[src/verilog/stl_params.svh]
// register offsets, bit positions and status codes of the line interface control slice
`ifndef STL_PARAMS_SVH
`define STL_PARAMS_SVH

// register offsets
`define STL_ADDR_W             8
`define STL_OFS_CONTROL        8'h10
`define STL_OFS_STATUS         8'h11

// control register fields
`define STL_BIT_DLOOP          4
`define STL_BIT_B2LOOP         3
`define STL_BIT_B1LOOP         2
`define STL_BIT_FORCE_DEACT    1
`define STL_CONTROL_RESET      8'h00
`define STL_CONTROL_WMASK      8'h1E

// status register fields
`define STL_BIT_FRAME_ERR      7
`define STL_BIT_INFO3          4
`define STL_BIT_INFO1          3
`define STL_READ_NONE          8'h00

// activation state codes
`define STL_CODE_DISABLED      3'h0
`define STL_CODE_G1            3'h1
`define STL_CODE_G2            3'h2
`define STL_CODE_G3            3'h3
`define STL_CODE_G4            3'h4
`define STL_CODE_WAIT_USYNC    3'h5
`define STL_CODE_WAIT_UACT     3'h6
`define STL_CODE_UNUSED        3'h7

`endif

[src/verilog/stl_pkg.sv]
// types shared by the line interface control slice
`default_nettype none
package stl_pkg;

	// activation state machine
	typedef enum logic [2:0] {
		ST_DISABLED,
		ST_G1,
		ST_WAIT_USYNC,
		ST_G2,
		ST_WAIT_UACT,
		ST_G3,
		ST_G4
	} stl_state_e;

	// line signal sent toward the terminal
	typedef enum logic [1:0] {
		TX_INFO0,
		TX_INFO2,
		TX_INFO4
	} stl_txinfo_e;

endpackage
`default_nettype wire

[src/verilog/stl_loopback_status.sv]
// loopback control, forced deactivation, activation state machine and line status
//
// The strobed register port was chosen for this implementation.
`timescale 1ns/1ps
`default_nettype none
`include "stl_params.svh"

// How it works
// RULE1: control bit 4 loops D channel back
// RULE2: control bit 3 loops B2 channel back
// RULE3: control bit 2 loops B1 channel back
// RULE4: writing bit 1 forces line deactivation
// RULE5: software writes zero to reserved control bits
// RULE6: status bit 7 sets at once on errors
// RULE7: status bit 7 clears after clean frame
// RULE8: separate latched framing error flag exists
// RULE9: status bit 4 tracks INFO3 presence
// RULE10: status bit 3 tracks INFO1 presence
// RULE11: bits 2..0 give state, never 111
// RULE12: code 000 disabled, sends INFO0
// RULE13: code 001 G1, sends INFO0
// RULE14: code 010 G2, sends INFO2 with ACT
// RULE15: code 011 G3, sends INFO4
// RULE16: code 100 G4, sends INFO0
// RULE17: code 101 waits U sync before INFO2
// RULE18: code 110 waits U activation before INFO4
// RULE19: enable low powers down the interface
// RULE20: control register resets to zero
// RULE21: forced deactivation blocks activation until cleared
module stl_loopback_status #(
	parameter int DATA_W = 8
) (
	input  wire logic                    clk_sys,
	input  wire logic                    reset,
	// register port
	input  wire logic [`STL_ADDR_W-1:0]  reg_addr,
	input  wire logic [7:0]              reg_wdata,
	input  wire logic                    reg_write,
	input  wire logic                    reg_read,
	output logic      [7:0]              reg_rdata,
	// unit level controls and indications
	input  wire logic                    line_interface_enable,
	input  wire logic                    frame_sync_error_latched_clear,
	output logic                         frame_sync_error_latched,
	input  wire logic                    u_sync,
	input  wire logic                    u_act,
	// receiver indications
	input  wire logic                    rx_frame_error,
	input  wire logic                    rx_frame_ok,
	input  wire logic                    rx_info0,
	input  wire logic                    rx_info1,
	input  wire logic                    rx_info3,
	// channel data from terminal and from network side
	input  wire logic                    rx_dchan,
	input  wire logic [DATA_W-1:0]       rx_bchan1,
	input  wire logic [DATA_W-1:0]       rx_bchan2,
	input  wire logic                    net_dchan,
	input  wire logic [DATA_W-1:0]       net_bchan1,
	input  wire logic [DATA_W-1:0]       net_bchan2,
	// toward the terminal
	output logic                         tx_dchan,
	output logic      [DATA_W-1:0]       tx_bchan1,
	output logic      [DATA_W-1:0]       tx_bchan2,
	output var stl_pkg::stl_txinfo_e     tx_info,
	output logic                         tx_act_bit,
	output logic                         line_powered_down
);

	// ------------------------------------------------------------
	// control register
	// ------------------------------------------------------------
	logic [7:0]          control_reg;
	stl_pkg::stl_state_e state_reg;
	stl_pkg::stl_state_e state_next;
	logic                frame_error_reg;
	logic                info0_seen_reg;
	logic [2:0]          state_code;
	logic                sending_active;
	logic                info0_drop;
	logic                force_deact;

	// reserved bits are masked so they always read zero even if software misbehaves
	always_ff @(posedge clk_sys)
	begin
		if (reset)
			control_reg <= `STL_CONTROL_RESET; // RULE20
		else if (reg_write && reg_addr == `STL_OFS_CONTROL)
			control_reg <= reg_wdata & `STL_CONTROL_WMASK; // RULE5
	end

	assign force_deact = control_reg[`STL_BIT_FORCE_DEACT];

	// ------------------------------------------------------------
	// activation state machine
	// ------------------------------------------------------------
	// next state; forced deactivation overrides the G1, wait, G2 and G3 transitions but not disabled to G1 or G4 to G1; disable overrides it
	always_comb
	begin
		state_next = state_reg;
		case (state_reg)
			stl_pkg::ST_DISABLED:
				if (line_interface_enable)
					state_next = stl_pkg::ST_G1;
			stl_pkg::ST_G1:
				if (rx_info1 && !force_deact) // RULE21
					state_next = stl_pkg::ST_WAIT_USYNC;
			stl_pkg::ST_WAIT_USYNC:
				if (force_deact)
					state_next = stl_pkg::ST_G4; // RULE4
				else if (rx_info0)
					state_next = stl_pkg::ST_G1;
				else if (u_sync)
					state_next = stl_pkg::ST_G2; // RULE17
			stl_pkg::ST_G2:
				if (force_deact)
					state_next = stl_pkg::ST_G4; // RULE4
				else if (rx_info3)
					state_next = stl_pkg::ST_WAIT_UACT;
			stl_pkg::ST_WAIT_UACT:
				if (force_deact)
					state_next = stl_pkg::ST_G4; // RULE4
				else if (!rx_info3)
					state_next = stl_pkg::ST_G2;
				else if (u_act)
					state_next = stl_pkg::ST_G3; // RULE18
			stl_pkg::ST_G3:
				if (force_deact)
					state_next = stl_pkg::ST_G4; // RULE4
				else if (!rx_info3)
					state_next = stl_pkg::ST_G2;
			stl_pkg::ST_G4:
				// the terminal going quiet ends the deactivation
				if (rx_info0)
					state_next = stl_pkg::ST_G1;
			default:
				state_next = stl_pkg::ST_DISABLED;
		endcase
		if (!line_interface_enable)
			state_next = stl_pkg::ST_DISABLED; // RULE19
	end

	always_ff @(posedge clk_sys)
	begin
		if (reset)
			state_reg <= stl_pkg::ST_DISABLED;
		else
			state_reg <= state_next;
	end

	// state code for the status register; 111 has no state behind it
	always_comb
	begin
		case (state_reg)
			stl_pkg::ST_DISABLED:   state_code = `STL_CODE_DISABLED;   // RULE12
			stl_pkg::ST_G1:         state_code = `STL_CODE_G1;         // RULE13
			stl_pkg::ST_G2:         state_code = `STL_CODE_G2;         // RULE14
			stl_pkg::ST_G3:         state_code = `STL_CODE_G3;         // RULE15
			stl_pkg::ST_G4:         state_code = `STL_CODE_G4;         // RULE16
			stl_pkg::ST_WAIT_USYNC: state_code = `STL_CODE_WAIT_USYNC; // RULE17
			stl_pkg::ST_WAIT_UACT:  state_code = `STL_CODE_WAIT_UACT;  // RULE18
			default:                state_code = `STL_CODE_DISABLED;   // RULE11
		endcase
	end

	// line signal toward the terminal, registered to keep the line encoder glitch free
	always_ff @(posedge clk_sys)
	begin
		if (reset)
		begin
			tx_info    <= stl_pkg::TX_INFO0;
			tx_act_bit <= 1'b0;
		end
		else
		begin
			case (state_next)
				stl_pkg::ST_G2, stl_pkg::ST_WAIT_UACT:
				begin
					tx_info    <= stl_pkg::TX_INFO2; // RULE14
					tx_act_bit <= 1'b1;
				end
				stl_pkg::ST_G3:
				begin
					tx_info    <= stl_pkg::TX_INFO4; // RULE15
					tx_act_bit <= 1'b1;
				end
				default:
				begin
					tx_info    <= stl_pkg::TX_INFO0; // RULE12
					tx_act_bit <= 1'b0;
				end
			endcase
		end
	end

	// the receiver is held powered down whenever the interface is off
	always_ff @(posedge clk_sys)
	begin
		if (reset)
			line_powered_down <= 1'b1;
		else
			line_powered_down <= !line_interface_enable; // RULE19
	end

	// ------------------------------------------------------------
	// framing error tracking
	// ------------------------------------------------------------
	// loss of signal while we send INFO2 or INFO4 counts as a framing error
	assign sending_active = (tx_info != stl_pkg::TX_INFO0);
	assign info0_drop     = sending_active && rx_info0 && !info0_seen_reg;

	// idle line carries INFO0, so reset to that level to avoid a false edge after reset
	always_ff @(posedge clk_sys)
	begin
		if (reset)
			info0_seen_reg <= 1'b1;
		else
			info0_seen_reg <= rx_info0;
	end

	// live flag; an error in the same cycle as a clean frame end wins
	always_ff @(posedge clk_sys)
	begin
		if (reset)
			frame_error_reg <= 1'b0;
		else if (rx_frame_error || info0_drop)
			frame_error_reg <= 1'b1; // RULE6
		else if (rx_frame_ok)
			frame_error_reg <= 1'b0; // RULE7
	end

	// latched copy for the interrupt flags; only software clears it
	always_ff @(posedge clk_sys)
	begin
		if (reset)
			frame_sync_error_latched <= 1'b0;
		else if (rx_frame_error || info0_drop)
			frame_sync_error_latched <= 1'b1; // RULE8
		else if (frame_sync_error_latched_clear)
			frame_sync_error_latched <= 1'b0;
	end

	// ------------------------------------------------------------
	// remote loopback data path
	// ------------------------------------------------------------
	// each channel chooses independently between network data and its own echo
	always_ff @(posedge clk_sys)
	begin
		if (reset)
		begin
			tx_dchan  <= 1'b1;
			tx_bchan1 <= '0;
			tx_bchan2 <= '0;
		end
		else
		begin
			tx_dchan  <= control_reg[`STL_BIT_DLOOP]  ? rx_dchan  : net_dchan;  // RULE1
			tx_bchan2 <= control_reg[`STL_BIT_B2LOOP] ? rx_bchan2 : net_bchan2; // RULE2
			tx_bchan1 <= control_reg[`STL_BIT_B1LOOP] ? rx_bchan1 : net_bchan1; // RULE3
		end
	end

	// ------------------------------------------------------------
	// register read port
	// ------------------------------------------------------------
	// read data stand for exactly the cycle after the strobe
	always_ff @(posedge clk_sys)
	begin
		if (reset)
			reg_rdata <= `STL_READ_NONE;
		else if (reg_read && reg_addr == `STL_OFS_CONTROL)
			reg_rdata <= control_reg;
		else if (reg_read && reg_addr == `STL_OFS_STATUS)
		begin
			reg_rdata                 <= {5'h00, state_code};
			reg_rdata[`STL_BIT_FRAME_ERR] <= frame_error_reg; // RULE6
			reg_rdata[`STL_BIT_INFO3]     <= rx_info3;        // RULE9
			reg_rdata[`STL_BIT_INFO1]     <= rx_info1;        // RULE10
		end
		else
			reg_rdata <= `STL_READ_NONE;
	end
endmodule
`default_nettype wire

[config.mk]
export PLATFORM = sky130hd
export DESIGN_NAME = stl_loopback_status
export DESIGN_NICKNAME = d
export VERILOG_FILES = /design/src/verilog/stl_pkg.sv /design/src/verilog/stl_loopback_status.sv
export VERILOG_INCLUDE_DIRS = /design/src /design/src/verilog
export SDC_FILE = /design/constraint.sdc
export NUM_CORES = 1
export LEC_CHECK = 0
export BUFFER_PORTS_ARGS = -buffer_cell sky130_fd_sc_hd__buf_2
export CORE_MARGIN = 2
export CORE_UTILIZATION = 38
export DETAILED_ROUTE_END_ITERATION = 6
export GPL_TIMING_DRIVEN = 0
export PLACE_DENSITY = 0.75
export SLEW_MARGIN = 20
export SYNTH_ARGS = -nofsm -noshare
export SYNTH_HDL_FRONTEND = slang
export SYNTH_SLANG_ARGS = --single-unit
[constraint.sdc]
create_clock -name clk_sys -period 1.7 [get_ports clk_sys]
set_input_delay 0.34 -clock clk_sys [delete_from_list [all_inputs] [get_ports clk_sys]]
set_output_delay 0.34 -clock clk_sys [all_outputs]
set_load 0.02 [all_outputs]
==> impl_metrics.yaml <==
place:
  dp_slack_ns: -0.137
  dp_cells: 291
  globalplace.congestion: 0.782
  portBuffers: 84
  dp_hpwl_um: 2600
die:
  die_h_um: 67.2
  die_area_um2: 4520
  die_w_um: 67.2
  io_pins: 93
  rows: 22
  start_util_pct: 40.5
  core_area_um2: 3740
route:
  drc: 0
  ant_nets: 0
  drt_first_pass_iters: 4
  wl_per_cell_um: 11.3
  vias_per_cell: 4.58
  wirelength_um: 3420
  drtIter0Drc: 52
  vias: 1384
power_and_ir_drop:
  p_int_mw: 1.30
  powerDensity_nw_per_um2: 810
  switching_power_mw: 0.454
  seq_power_share_pct: 51.7
  ir_worst_vdd_mv: 0.577
  power.clock.fraction_pct: 35.7
  pwr-share-comb_pct: 12.6
  sw_frac_of_total_pct: 25.9
  p_leak_nw: 1.06
worst_setup_path:
  cp_top_family: "simple AND/OR/NAND/NOR gates"
  worstPathRequired_ns: 1.92
  rrSetupSlack_ns: 0.07
  crit_arrival_ns: 1.84
  path_max_fanout: 8
  crit_chain: "buf_6 > nor4bb_4 > a31oi_2 > nand2_1 > or4b_4 > mux2i_1"
  cpPeakStageDelay_ns: 0.54
  cp_slowest_cell: "or4b_4"
  critical_path_class: "reg -> reg"
  critical_path.endpoint_type: "register"
  worstSetupStartpointType: "register"
  r2r_cells: 6
  reg2reg_from: "state_reg[1]"
  reg2reg_to: "tx_info[0]"
  worst-path-buf-inv: 1
clock_network:
  cts_hold_buf: 0
  clk_latency_ns: 0.29
  htreeDepth: 2
  numCtsBuffers: 5
  clk_pin_slew_ns: 0.09
  cts_tree: "done"
  cts.sink_count: 37
  clk_path_buf_depth: 2
  cts_root_buf: "clkbuf_8"
timing:
  relSlewSlack_pct: 57.0
  min_period_over_period_pct: 95.8
  setup_viol_count_final: 0
  drv_slew: 0
  fmax_mhz: 614
  tightestPinTransition_ns: 0.645
  rsz0062_at_grt: "no"
  final.min_clock_period_ns: 1.63
  fin_ws_ns: 0.0712
  finalHoldViolCount: 0
  clock_skew_ns: 0.0145
finish:
  layout-drive-gt1-share_pct: 45.3
  nets: 316
  layout.cells.non_filler: 302
  ff_latch_area_um2: 744
  antenna_cells: 0
  reg_top3: "tx_bchan1: 8 flops, tx_bchan2: 8 flops, reg_rdata: 6 flops"
  syn_to_final_growth_pct: 42.3
  multi_input_area_um2: 753
  fillers: 358
yosys:
  netlist.area_leader.share_pct: 48.8
  async_flop_share_pct: 0
  yosys.area.top_type: "dfxtp_1"
  ys_top_cells_by_count: "37 x dfxtp_1, 33 x nor2_1, 25 x mux2i_1"
  yosysMostFrequentCell: "dfxtp_1"
  synth.distinct_cells: 34
  ys.flop_type: "dfxtp_1"
  synth.cell_area_um2: 1520
  ys_seq_elements: 37
  synthCells: 158
  ys_warn_count: 0
  yosysSeqAreaShare_pct: 48.8
  synth-edff-count: 0
  syn_avg_cell_area_um2: 9.61
  synthTopCellsByArea: "dfxtp_1 49%, mux2i_1 16%, nor2_1 8.2%"
flow_run:
  drv_cap: 0
min_path:
  min_to: "tx_dchan"
  hold_depth: 2
  hold_path.class: "in -> reg"
  min_from: "rx_dchan"
global_routing:
  antenna_found_initial: 0
  first_global_vias: 1255
  grt_overflow: 0
  grt_use_total_pct: 16.0
  grt_pass1_wl_um: 5330
  grt_max_degree: 15
outcome:
  outcome: "finished, final reports clean"
cell usage in the layout, fill, tap and decap left out, types with 3 or more instances in the layout:
cell type and count:
buf_2 85, buf_4 6, dfxtp_2 3, a21oi_1 5, nand2b_1 7, dfxtp_1 34, nor2_1 33, clkbuf_8 5
mux2i_1 25, and3_1 3, clkbuf_1 5, nand2_1 6
cell families (layout without fill, tap and decap cells):
group | count (synthesis) | in the layout | synth area share, %
flops | 37 | 37 | 48.8
other cells | 1 | 2 | 0.247
mux | 25 | 25 | 16.5
simple gates | 68 | 68 | 23.7
compound gates | 15 | 15 | 6.68
buf+inv | 12 | 107 | 4.04
worst max-delay path by stage:
stage	cells after the start	slack, ns	endpoint	start
floorplan	5	0.08	control_reg[2]	reg_addr[3]
global placement	6	-0.10	control_reg[3]	reg_addr[3]
detailed placement	6	-0.14	control_reg[4]	reg_addr[3]
CTS	5	0.03	tx_info[0]	state_reg[2]
global route	5	0.01	tx_info[0]	state_reg[0]
finish	6	0.07	tx_info[0]	state_reg[1]
final cells by class:
| cell class | instances | area share (%) |
|---|---|---|
| Multi-Input combinational cell | 110 | 34.9 |
| Sequential cell | 37 | 34.5 |
| Timing Repair Buffer | 87 | 20.5 |
| Clock buffer | 5 | 3.19 |
| Tap cell | 48 | 2.78 |
| Buffer | 10 | 2.67 |
| Clock inverter | 3 | 1.16 |
| Inverter | 2 | 0.348 |
layer usage:
layer,wire length (um),GRT usage (%),up-vias
li1,-,-,723
met1,1420,17.8,581
met2,1540,26.1,75
met3,395,5.67,5
met4,66,9.95,0
met5,0,0,-
metrics by stage:
| step | hold WS, ns | utilization [%] | area [um2] | power, mW | setup TNS, ns |
|---|---|---|---|---|---|
| detailed placement | 0.465 | 53.5 | 2000 | 1.14 | -0.520 |
| floorplan | 0.445 | - | 1520 | 1.04 | 0 |
| global placement | 0.459 | 53.5 | 2000 | 1.14 | -0.411 |
| finish | 0.253 | 57.7 | 2160 | 1.75 | 0 |
| CTS | 0.247 | 56.0 | 2100 | 1.77 | 0 |
| global route | 0.262 | 57.7 | 2160 | 1.84 | 0 |
power groups by stage:
stage / clock network [mW] / registers, mW / logic, mW
6_report: 0.625 / 0.905 / 0.220
5_1_grt: 0.690 / 0.909 / 0.242
4_1_cts: 0.648 / 0.904 / 0.216
3_5_place_dp: 0 / 0.924 / 0.216
3_3_place_gp: 0 / 0.923 / 0.213
2_1_floorplan: 0 / 0.958 / 0.0779
worst register-to-register path, cell delays in order, from the launching register on:
cell	delay, ns
dfxtp_2	0.33
buf_6	0.13
nor4bb_4	0.16
a31oi_2	0.20
nand2_1	0.08
or4b_4	0.54
mux2i_1	0.12
what timing repair did:
| action | CTS | global route |
|---|---|---|
| buffers inserted | 0 | 3 |
| setup endpoints to repair | 0 | 4 |
| endpoints found under the hold margin | 0 | 0 |
| gates resized for setup | 0 | 11 |
No activity file was read; power rests on OpenSTA's default activity.
